--- src/verilog/vat_pkg.sv ---
// Functional notes
// - Three mapping schemes give 16-bit, 18-bit or 22-bit physical addresses.
// - I/O page always sits at octal 17 760 000 to 17 777 777.
// - 16-bit mapping passes low 28 K unchanged; top 4 K goes to I/O page.
// - 18-bit mapping maps each 32 K mode space into 128 K physical words.
// - 22-bit mapping emits full address; top 4 K still decodes as I/O page.
// - A page holds 1 to 128 blocks of 64 bytes, at most 8192 bytes.
// - Page start is a multiple of 64 bytes, anywhere in physical space.
// - Register set chosen by processor mode and instruction or data reference.
// - With relocation on, vector fetches use kernel data-space registers.
// - Vector PC and status words both map through kernel data-space registers.
// - Bits 15:14 of the new status word pick the following register set.
// - Instruction-type references use I space; all others use D space.
// - A per-mode control bit disables D space so every reference in that mode uses I space.
// - Top 3 virtual bits select one of 8 page base registers.
// - Low 13 bits are offset: 7-bit block above 6-bit byte offset.
// - Each page base register holds a 16-bit physical block number.
// - Virtual block plus base block forms physical address bits 21:6.
// - The 6-bit in-block offset is appended unchanged below the block.
// - Access code 00 and 10 abort all, 01 aborts writes, 11 permits all.
// - Length error when block above limit growing up, below limit growing down.
package vat_pkg;

  localparam int          VA_W      = 16;
  localparam int          PA_W      = 22;
  localparam int          NREG      = 48;
  localparam logic [5:0]  NREG_L    = 6'h30;

  // Register map, byte addresses
  localparam logic [11:0] OFF_CFG   = 12'h000;
  localparam logic [11:0] OFF_STAT  = 12'h004;
  localparam logic [3:0]  REG_PAR   = 4'h1;    // 0x100..0x1bc
  localparam logic [3:0]  REG_PDR   = 4'h2;    // 0x200..0x2bc

  // Mapping schemes
  localparam logic [1:0]  MAP16     = 2'h0;
  localparam logic [1:0]  MAP18     = 2'h1;
  localparam logic [1:0]  MAP22     = 2'h2;

  // Processor modes as carried in status bits 15:14
  localparam logic [1:0]  MODE_KERN = 2'h0;
  localparam logic [1:0]  MODE_SUP  = 2'h1;
  localparam logic [1:0]  MODE_ILL  = 2'h2;
  localparam logic [1:0]  MODE_USER = 2'h3;
  localparam logic [1:0]  MIDX_USER = 2'h2;

  localparam logic [2:0]  PAGE_IO16 = 3'h7;
  localparam logic [8:0]  IO_PFX    = 9'h1ff;  // octal 17 760 000 >> 13
  localparam logic [4:0]  IO18_PFX  = 5'h1f;
  localparam logic [3:0]  PAD18_IO  = 4'hf;
  localparam logic [3:0]  PAD18_MEM = 4'h0;
  localparam logic [5:0]  PAD16     = 6'h00;
  localparam logic [8:0]  BLK_PAD   = 9'h000;

  // Access codes
  localparam logic [1:0]  ACF_RO    = 2'h1;
  localparam logic [1:0]  ACF_RW    = 2'h3;

  // Descriptor fields
  localparam int          PLF_HI    = 14;
  localparam int          PLF_LO    = 8;
  localparam int          WR_BIT    = 6;
  localparam int          ED_BIT    = 3;
  localparam int          ACF_HI    = 2;
  localparam int          ACF_LO    = 1;
  localparam logic [15:0] PDR_WMASK = 16'hff0e;

  // Status fields
  localparam int          ST_NRES   = 15;
  localparam int          ST_LEN    = 14;
  localparam int          ST_RO     = 13;

  localparam logic [31:0] ZERO32    = 32'h0000_0000;
  localparam logic [15:0] ZERO16    = 16'h0000;
  localparam logic [21:0] ZERO22    = 22'h000000;

  typedef struct packed {
    logic        valid;    // Request strobe
    logic [15:0] vaddr;    // Virtual byte address
    logic [15:0] processor_status_word;      // Current status word image
    logic        ispace;   // Instruction-space reference
    logic        write;    // Write access
    logic        vector;   // Trap/interrupt vector fetch
  } vat_req_t;

  typedef struct packed {
    logic        valid;
    logic [21:0] paddr;
    logic        io_page;
    logic        ab_nres;
    logic        ab_len;
    logic        ab_ro;
  } vat_resp_t;

endpackage

--- src/verilog/vat_translator.sv ---
`timescale 1ns/10ps
`default_nettype none
module vat_translator
  import vat_pkg::*;
(
  input  wire logic        pclk,     // 50 MHz clock
  input  wire logic        presetn,  // Async reset, active low
  input  wire logic        psel,     // APB select
  input  wire logic        penable,  // APB enable
  input  wire logic        pwrite,   // APB direction
  input  wire logic [11:0] paddr,    // APB byte address
  input  wire logic [31:0] pwdata,   // APB write data
  output logic      [31:0] prdata,   // APB read data
  output logic             pready,   // APB ready
  output logic             pslverr,  // APB error, unmapped address
  input  wire vat_req_t    core_req, // Translation request
  output vat_resp_t        core_resp // Translation result, one cycle later
);

  typedef struct packed {
    logic [1:0]            map;
    logic [2:0]            dsp_en;   // Per mode: kernel, supervisor, user
    logic [47:0][15:0]     par;
    logic [47:0][15:0]     page_limits_descriptor;
    logic [2:0]            flags;    // Sticky aborts: nonres, length, read-only
    logic [1:0]            ab_mode;
    logic                  ab_space;
    logic [2:0]            ab_page;
    logic [31:0]           rdata;
    logic                  ready;
    logic                  slverr;
    vat_resp_t             resp;
  } vat_state_t;

  vat_state_t s_r;
  vat_state_t s_nxt;

  // Bus decode
  logic        bus_setup;
  logic        bus_wr;
  logic        hit_cfg;
  logic        hit_stat;
  logic        hit_par;
  logic        hit_pdr;
  logic [5:0]  ridx;
  logic [31:0] rd_val;

  // Translation
  logic        reloc;
  logic [1:0]  eff_mode;
  logic        mode_ill;
  logic [1:0]  midx;
  logic        use_d;
  logic [2:0]  page;
  logic [6:0]  blk;
  logic [5:0]  idx;
  logic [15:0] par_v;
  logic [15:0] pdr_v;
  logic [15:0] phys_blk;
  logic [21:0] pa22;
  logic [17:0] pa18;
  logic [21:0] pa_out;
  logic        ab_nres;
  logic        ab_len;
  logic        ab_ro;
  logic [6:0]  plf;
  logic [1:0]  acf;
  logic [2:0]  new_flags;
  logic [2:0]  clr_flags;
  logic [15:0] kd_blk;

  always_comb begin
    bus_setup = psel & ~penable;
    bus_wr    = psel & penable & s_r.ready & pwrite & ~s_r.slverr;
    ridx      = paddr[7:2];
    hit_cfg   = paddr == OFF_CFG;
    hit_stat  = paddr == OFF_STAT;
    hit_par   = (paddr[11:8] == REG_PAR) && (paddr[1:0] == 2'h0) && (ridx < NREG_L);
    hit_pdr   = (paddr[11:8] == REG_PDR) && (paddr[1:0] == 2'h0) && (ridx < NREG_L);
    rd_val    = ZERO32;
    if (hit_cfg) begin
      rd_val[4:0] = {s_r.dsp_en, s_r.map};
    end else if (hit_stat) begin
      rd_val[15:0] = {s_r.flags, 6'h00, s_r.ab_mode, s_r.ab_space, s_r.ab_page, 1'b0};
    end else if (hit_par) begin
      rd_val[15:0] = s_r.par[ridx];
    end else if (hit_pdr) begin
      rd_val[15:0] = s_r.page_limits_descriptor[ridx];
    end
  end

  always_comb begin
    reloc    = s_r.map != MAP16;
    // Vector fetches are forced onto the kernel set; later fetches follow
    // the mode bits of whatever status word the core has loaded since.
    eff_mode = (core_req.vector & reloc) ? MODE_KERN
                                         : core_req.processor_status_word[15:14];
    mode_ill = eff_mode == MODE_ILL;
    case (eff_mode)
      MODE_SUP:  midx = MODE_SUP;
      MODE_USER: midx = MIDX_USER;
      default:   midx = MODE_KERN;
    endcase
    // Vector words take the data group; D disabled folds onto I
    use_d    = (core_req.vector | ~core_req.ispace)
               & s_r.dsp_en[midx];
    page     = core_req.vaddr[15:13];
    blk      = core_req.vaddr[12:6];
    idx      = {midx, use_d, page};
    par_v    = s_r.par[idx];
    pdr_v    = s_r.page_limits_descriptor[idx];
    // Base counts 64-byte blocks, so pages start on block edges
    phys_blk = par_v + {BLK_PAD, blk};
    pa22     = {phys_blk, core_req.vaddr[5:0]};
    pa18     = pa22[17:0];
    case (s_r.map)
      MAP18: begin
        pa_out = (pa18[17:13] == IO18_PFX) ? {PAD18_IO, pa18}
                                           : {PAD18_MEM, pa18};
      end
      MAP22: begin
        pa_out = pa22;
      end
      default: begin
        pa_out = (page == PAGE_IO16) ? {IO_PFX, core_req.vaddr[12:0]}
                                     : {PAD16, core_req.vaddr};
      end
    endcase
    acf      = pdr_v[ACF_HI:ACF_LO];
    plf      = pdr_v[PLF_HI:PLF_LO];
    ab_nres  = reloc & (mode_ill | ~acf[0]);
    ab_ro    = reloc & ~ab_nres & core_req.write & (acf == ACF_RO);
    ab_len   = reloc & ~mode_ill & (pdr_v[ED_BIT] ? (blk < plf)
                                                   : (blk > plf));
    new_flags = core_req.valid ? {ab_nres, ab_len, ab_ro} : 3'h0;
    clr_flags = (bus_wr & hit_stat) ? pwdata[ST_NRES:ST_RO] : 3'h0;
    kd_blk   = s_r.par[{MODE_KERN, 1'b1, page}] + {BLK_PAD, blk};
  end

  always_comb begin
    s_nxt = s_r;
    s_nxt.ready  = 1'b0;
    s_nxt.slverr = 1'b0;
    if (bus_setup) begin
      s_nxt.ready  = 1'b1;
      s_nxt.slverr = ~(hit_cfg | hit_stat | hit_par | hit_pdr);
      s_nxt.rdata  = rd_val;
    end
    if (bus_wr & hit_cfg) begin
      s_nxt.map    = pwdata[1:0];
      s_nxt.dsp_en = pwdata[4:2];
    end
    // Writing either half of a pair clears that page's written mark
    if (bus_wr & hit_par) begin
      s_nxt.par[ridx]         = pwdata[15:0];
      s_nxt.page_limits_descriptor[ridx][WR_BIT] = 1'b0;
    end
    if (bus_wr & hit_pdr) begin
      s_nxt.page_limits_descriptor[ridx] = (s_r.page_limits_descriptor[ridx] & ~PDR_WMASK) | (pwdata[15:0] & PDR_WMASK);
      s_nxt.page_limits_descriptor[ridx][WR_BIT] = 1'b0;
    end
    // Later assignment wins, so a hardware mark beats a same-cycle clear
    if (core_req.valid & core_req.write & reloc & ~(ab_nres | ab_len | ab_ro)) begin
      s_nxt.page_limits_descriptor[idx][WR_BIT] = 1'b1;
    end
    // Abort details freeze on the first fault until software clears it
    if ((new_flags != 3'h0) && (s_r.flags == 3'h0)) begin
      s_nxt.ab_mode  = eff_mode;
      s_nxt.ab_space = use_d;
      s_nxt.ab_page  = page;
    end
    s_nxt.flags         = (s_r.flags & ~clr_flags) | new_flags;
    s_nxt.resp.valid    = core_req.valid;
    s_nxt.resp.paddr    = core_req.valid ? pa_out : s_r.resp.paddr;
    s_nxt.resp.io_page  = core_req.valid ? (pa_out[21:13] == IO_PFX)
                                         : s_r.resp.io_page;
    s_nxt.resp.ab_nres  = core_req.valid & ab_nres;
    s_nxt.resp.ab_len   = core_req.valid & ab_len;
    s_nxt.resp.ab_ro    = core_req.valid & ab_ro;
  end

  always_ff @(posedge pclk or negedge presetn) begin
    if (!presetn) begin
      s_r <= '0;
    end else begin
      s_r <= s_nxt;
    end
  end

  assign prdata    = s_r.rdata;
  assign pready    = s_r.ready;
  assign pslverr   = s_r.slverr;
  assign core_resp = s_r.resp;
endmodule // vat_translator
`default_nettype wire

--- config.mk ---
export PLATFORM = sky130hd
export DESIGN_NAME = vat_translator
export DESIGN_NICKNAME = d
export VERILOG_FILES = /design/src/verilog/vat_pkg.sv /design/src/verilog/vat_translator.sv
export SDC_FILE = /design/constraint.sdc
export NUM_CORES = 2
export LEC_CHECK = 0
export BUFFER_PORTS_ARGS = -buffer_cell sky130_fd_sc_hd__buf_2
export CAP_MARGIN = 20
export CORE_AREA = 2 2 575 577
export CTS_CLUSTER_SIZE = 30
export DETAILED_ROUTE_END_ITERATION = 7
export DIE_AREA = 0 0 577 579
export GPL_TIMING_DRIVEN = 0
export PLACE_DENSITY_LB_ADDON = 0.08
export SETUP_SLACK_MARGIN = 0.05
export SLEW_MARGIN = 5
export SYNTH_ARGS = -nofsm -noshare
export SYNTH_HDL_FRONTEND = slang
export SYNTH_SLANG_ARGS = --single-unit
--- constraint.sdc ---
create_clock -name pclk -period 5.2 [get_ports pclk]
set_input_delay 0.26 -clock pclk [delete_from_list [all_inputs] [get_ports pclk]]
set_output_delay 0.26 -clock pclk [all_outputs]
set_load 0.005 [all_outputs]
==> insert_results.sql <==
INSERT INTO impl_metrics (metric_group, metric, value, unit) VALUES
('status', 'status', 'complete, but fails checks', ''),
('status', 'violated_checks', 'negative setup slack', ''),
('sta', 'timing_worst_slew_pin_value', '1300', 'ps'),
('sta', 'crit_share_post_route', '106', '%'),
('layout', 'synthToLayoutAreaGrowth', '23.0', '%'),
('cts', 'cts_max_path_buffers', '4', ''),
('grt', 'grt-ovfl-total', '0', ''),
('floorplanning', 'die_x', '577', 'µm'),
('worst_setup_path', 'ff2ff_path_depth', '22', ''),
('floorplanning', 'io_pins', '146', ''),
('grt', 'grt_antenna_before_repair', '97', ''),
('sta', 'post-route-min-period', '5530', 'ps'),
('drt', 'postRouteAntennaNets', '0', ''),
('synth', 'synthesis.area', '81600', 'µm²'),
('placed_design', 'dpl_worst_slack', '-4840', 'ps'),
('drt', 'routed_wl', '522000', 'µm'),
('worst_hold_path', 'hold_path.class', 'input pin to flop', ''),
('synth', 'seq_area_frac_synth', '48.9', '%'),
('worst_hold_path', 'whs_endpoint', 's_r[276]', ''),
('synth', 'netlist_instances', '5994', ''),
('sta', 'slew_headroom', '13.4', '%'),
('worst_setup_path', 'cp_capture_type', 'flop', ''),
('drt', 'detail_route.iter0.violations', '8946', ''),
('sta', 'final_critical_path_setup_slack', '-331', 'ps'),
('worst_setup_path', 'reg2reg_setup_slack', '-320', 'ps'),
('grt', 'groute.usage.overall', '30.8', '%'),
('sta', 'final.setup_skew', '55.9', 'ps'),
('layout', 'end_of_flow_core_utilization', '30.5', '%'),
('worst_setup_path', 'critical_path_class', 'input pin to flop', ''),
('sta', 'hold_violations', '0', ''),
('drt', 'wire_per_inst', '46.9', 'µm'),
('floorplanning', 'cell_rows', '211', ''),
('placed_design', 'detailed_place_hpwl', '377000', 'µm'),
('drt', 'drt-vias-per-instance', '5.79', ''),
('layout', 'sequential_cell_area', '39900', 'µm²'),
('sta', 'maxSlewViolCount', '0', ''),
('grt', 'pin_count_of_the_biggest_net_entering_global_routing', '144', ''),
('layout', 'multi_input_comb_area', '38800', 'µm²'),
('worst_hold_path', 'min_path_cells', '2', ''),
('cts', 'cts_buffers', '207', ''),
('synth', 'synth-edff-count', '0', ''),
('worst_setup_path', 'worstReg2RegEnd', 's_r[64]', ''),
('sta', 'number_of_endpoints_failing_setup_at_the_final_stage', '125', ''),
('layout', 'number_of_fill_cells_in_the_layout', '33009', ''),
('synth', 'yosys.cell_types.count', '94', ''),
('drt', 'drc', '0', ''),
('worst_setup_path', 'worst-endpoint-arrival', '6330', 'ps'),
('floorplanning', 'die_h', '579', 'µm'),
('floorplanning', 'start_util', '24.8', '%'),
('floorplanning', 'design.die.area', '334000', 'µm²'),
('synth', 'synth_flop_cell', 'sky130_fd_sc_hd__dfrtp_1', ''),
('placed_design', 'gpl.final_weighted_congestion', '0.973', ''),
('worst_setup_path', 'worst_setup_path_start_kind', 'input pin', ''),
('placed_design', 'numPortBuffers', '77', ''),
('cts', 'clk_latency', '930', 'ps'),
('cts', 'cts_root_buffer', 'sky130_fd_sc_hd__clkbuf_16', ''),
('cts', 'clk_pin_slew_worst_paths', '60', 'ps'),
('job', 'maxCapViolCount', '0', ''),
('grt', 'global_route_wire_length_before_repair', '671000', 'µm'),
('layout', 'fin_nets', '6666', ''),
('worst_setup_path', 'worst-endpoint-required', '6000', 'ps'),
('drt', 'drt_first_pass_iters', '8', ''),
('sta', 'fmax', '181', 'MHz'),
('floorplanning', 'placeableCoreArea', '329000', 'µm²'),
('layout', 'post_route_cells_drive_above_1_share', '46.4', '%'),
('worst_hold_path', 'worstHoldStart', 'pwdata[14]', ''),
('sta', 'grt_setup_unrepaired', 'true', ''),
('synth', 'synth_seq_cells', '1595', ''),
('synth', 'synth.avg_cell_area', '13.6', 'µm²'),
('cts', 'cts_max_level', '4', ''),
('worst_setup_path', 'r2r-start', 's_r[1606]', ''),
('power_and_ir_drop', 'power.density', '314', 'nW/µm²'),
('power_and_ir_drop', 'ir_worst_vdd', '0.238', 'mV'),
('power_and_ir_drop', 'standby_leakage_power', '45.3', 'nW'),
('synth', 'postSynth.asyncResetShare', '100', '%'),
('cts', 'clock_tree_from_tritoncts', 'yes', ''),
('cts', 'cts_num_sinks', '1595', ''),
('worst_setup_path', 'crit_path_max_fo', '10', ''),
('synth', 'synth-warning-count', '0', ''),
('drt', 'routed-via-count', '64507', ''),
('power_and_ir_drop', 'power', '31.5', 'mW'),
('grt', 'vias_in_the_first_global_route', '63114', '');
[worst max-delay path: stages]
cell and delay [ps]:
sky130_fd_sc_hd__buf_2 150, sky130_fd_sc_hd__buf_4 290, sky130_fd_sc_hd__or3b_2 170, sky130_fd_sc_hd__buf_4 380
sky130_fd_sc_hd__buf_6 380, sky130_fd_sc_hd__buf_2 380, sky130_fd_sc_hd__buf_8 220, sky130_fd_sc_hd__buf_4 370
sky130_fd_sc_hd__o22ai_1 150, sky130_fd_sc_hd__nor4_1 460, sky130_fd_sc_hd__a21oi_1 130, sky130_fd_sc_hd__nand2_1 90
sky130_fd_sc_hd__o21ai_1 70, sky130_fd_sc_hd__buf_6 170, sky130_fd_sc_hd__ha_1 290, sky130_fd_sc_hd__nor2b_1 130
sky130_fd_sc_hd__o21a_1 160, sky130_fd_sc_hd__o21a_1 160, sky130_fd_sc_hd__o21a_1 160, sky130_fd_sc_hd__o21a_1 200
sky130_fd_sc_hd__o21ai_4 230, sky130_fd_sc_hd__nand3_4 210, sky130_fd_sc_hd__a21oi_4 280, sky130_fd_sc_hd__o31a_1 190
sky130_fd_sc_hd__buf_6 180, sky130_fd_sc_hd__mux2_4 310
[cells by family (layout without fill, tap and decap cells)]
logic type,after synthesis,after routing,share of synthesized area [%]
muxes,2046,2046,34.7
DFF,1595,1595,48.9
AOI/OAI and AO/OA,883,883,7.55
buffers and inverters,847,1573,4.70
and+or+nand+nor,592,592,3.67
adders and majority gates,18,18,0.285
xor gates and xnor gates,12,12,0.129
other,1,51,0.00460
[flip-flops by register name (all words and copies together) (netlist names)]
register / count
core_resp: 27
prdata: 16
pready: 1
pslverr: 1
s_r: 1550
[worst max-delay path by stage]
stage | start | to | cells past startpoint
after floorplan | core_req[34] | core_resp[3] | 25
after global placement | presetn | s_r[774] | 1
final | core_req[34] | s_r[64] | 26
after detailed placement | core_req[34] | s_r[63] | 25
after global routing | s_r[1609] | core_resp[22] | 25
after CTS | s_r[1609] | s_r[61] | 22
[synth_stat cells (all sizes together) (6+ instances only)]
master	count	share of area, %
dfrtp	1595	49
o2bb2ai	33	0.35
a22o	18	0.19
buf	282	2.1
o211ai	11	0.10
and2	10	0.077
nand3b	7	0.069
a21o	25	0.23
o22a	23	0.25
nor3	28	0.25
nor3b	24	0.24
ha	17	0.26
o21a	10	0.092
nor2b	20	0.15
nor2	208	0.97
a221oi	47	0.50
nand2	123	0.57
mux2	1405	19
xnor2	8	0.086
o21ai	131	0.80
nand2b	17	0.13
a211oi	22	0.20
o22ai	243	1.9
a22oi	66	0.61
a32oi	10	0.11
a31oi	9	0.069
clkbuf	530	2.4
or3	9	0.069
or4	10	0.092
and3	6	0.046
a21oi	86	0.53
nand4	24	0.18
mux4	487	13
inv	34	0.16
or2	6	0.046
mux2i	154	1.9
a2bb2oi	8	0.086
a222oi	8	0.098
nand3	43	0.26
nor4	39	0.30
o221ai	73	0.79
o31ai	7	0.064
[layer usage]
layer  GRT usage, %  vias to the layer above  wire [µm]
met2           45.5                     3997     223000
li1               -                    23886          -
met1           39.9                    35441     214000
met4           18.7                       30      37300
met3           8.51                     1153      48800
met5              0                        -        203
[layout by cell type (no fill, tap or decap), types with 41 or more instances in the layout]
cell type,synthesis,routed
sky130_fd_sc_hd__dfrtp_1,1595,1593
sky130_fd_sc_hd__mux2_2,1399,1398
sky130_fd_sc_hd__mux4_2,487,487
sky130_fd_sc_hd__clkbuf_1,530,423
sky130_fd_sc_hd__o22ai_1,243,241
sky130_fd_sc_hd__clkbuf_16,0,220
sky130_fd_sc_hd__buf_2,136,213
sky130_fd_sc_hd__nor2_1,207,179
sky130_fd_sc_hd__buf_4,85,176
sky130_fd_sc_hd__mux2i_1,154,154
sky130_fd_sc_hd__nand2_1,123,117
sky130_fd_sc_hd__clkbuf_2,0,112
sky130_fd_sc_hd__o21ai_0,127,106
sky130_fd_sc_hd__a21oi_1,86,77
sky130_fd_sc_hd__o221ai_1,72,72
sky130_fd_sc_hd__a22oi_1,66,66
sky130_fd_sc_hd__buf_12,0,60
sky130_fd_sc_hd__buf_6,17,58
sky130_fd_sc_hd__clkbuf_8,0,51
sky130_fd_sc_hd__a221oi_1,47,47
sky130_fd_sc_hd__buf_8,3,46
sky130_fd_sc_hd__buf_16,0,41
[final cells by class]
cell class	instances	area share, %
antenna	35	0.0873
clock buffer	304	6.08
buffer	801	4.43
clock inverter	77	1.04
inverter	35	0.133
sequential	1595	39.8
timing repair buffer	356	4.37
multi-input combinational	3567	38.6
tap	4366	5.44
[where the power goes]
group | internal [mW] | total, mW | switching [mW]
Combinational | 0.918 | 3.56 | 2.64
Clock | 9.13 | 15.5 | 6.34
Sequential | 12.4 | 12.5 | 0.0231
Total | 22.5 | 31.5 | 9.00
[per-stage QoR]
stage | hold WS (ps) | std cells | instance area (µm²) | setup TNS, ps
2_1_floorplan | -35.6 | 6009 | 81600 | 0
3_3_place_gp | 383 | 10452 | 87500 | -
3_5_place_dp | 130 | 10618 | 90600 | -467360
4_1_cts | 24.6 | 11092 | 100000 | -7920
5_1_grt | 78.9 | 11111 | 100000 | -13360
6_report | 78.4 | 11136 | 100000 | -18600
[what timing repair did]
item | 4_1_cts | 5_1_grt
pin swaps | 50 | 20
gates cloned | 1 | 0
resized for setup | 304 | 51
hold buffers | 38 | 0
endpoints found under the setup margin | 91 | 65
hold endpoints to repair | 894 | 0
buffers inserted | 65 | 9
No activity file was read; power rests on OpenSTA's default activity.
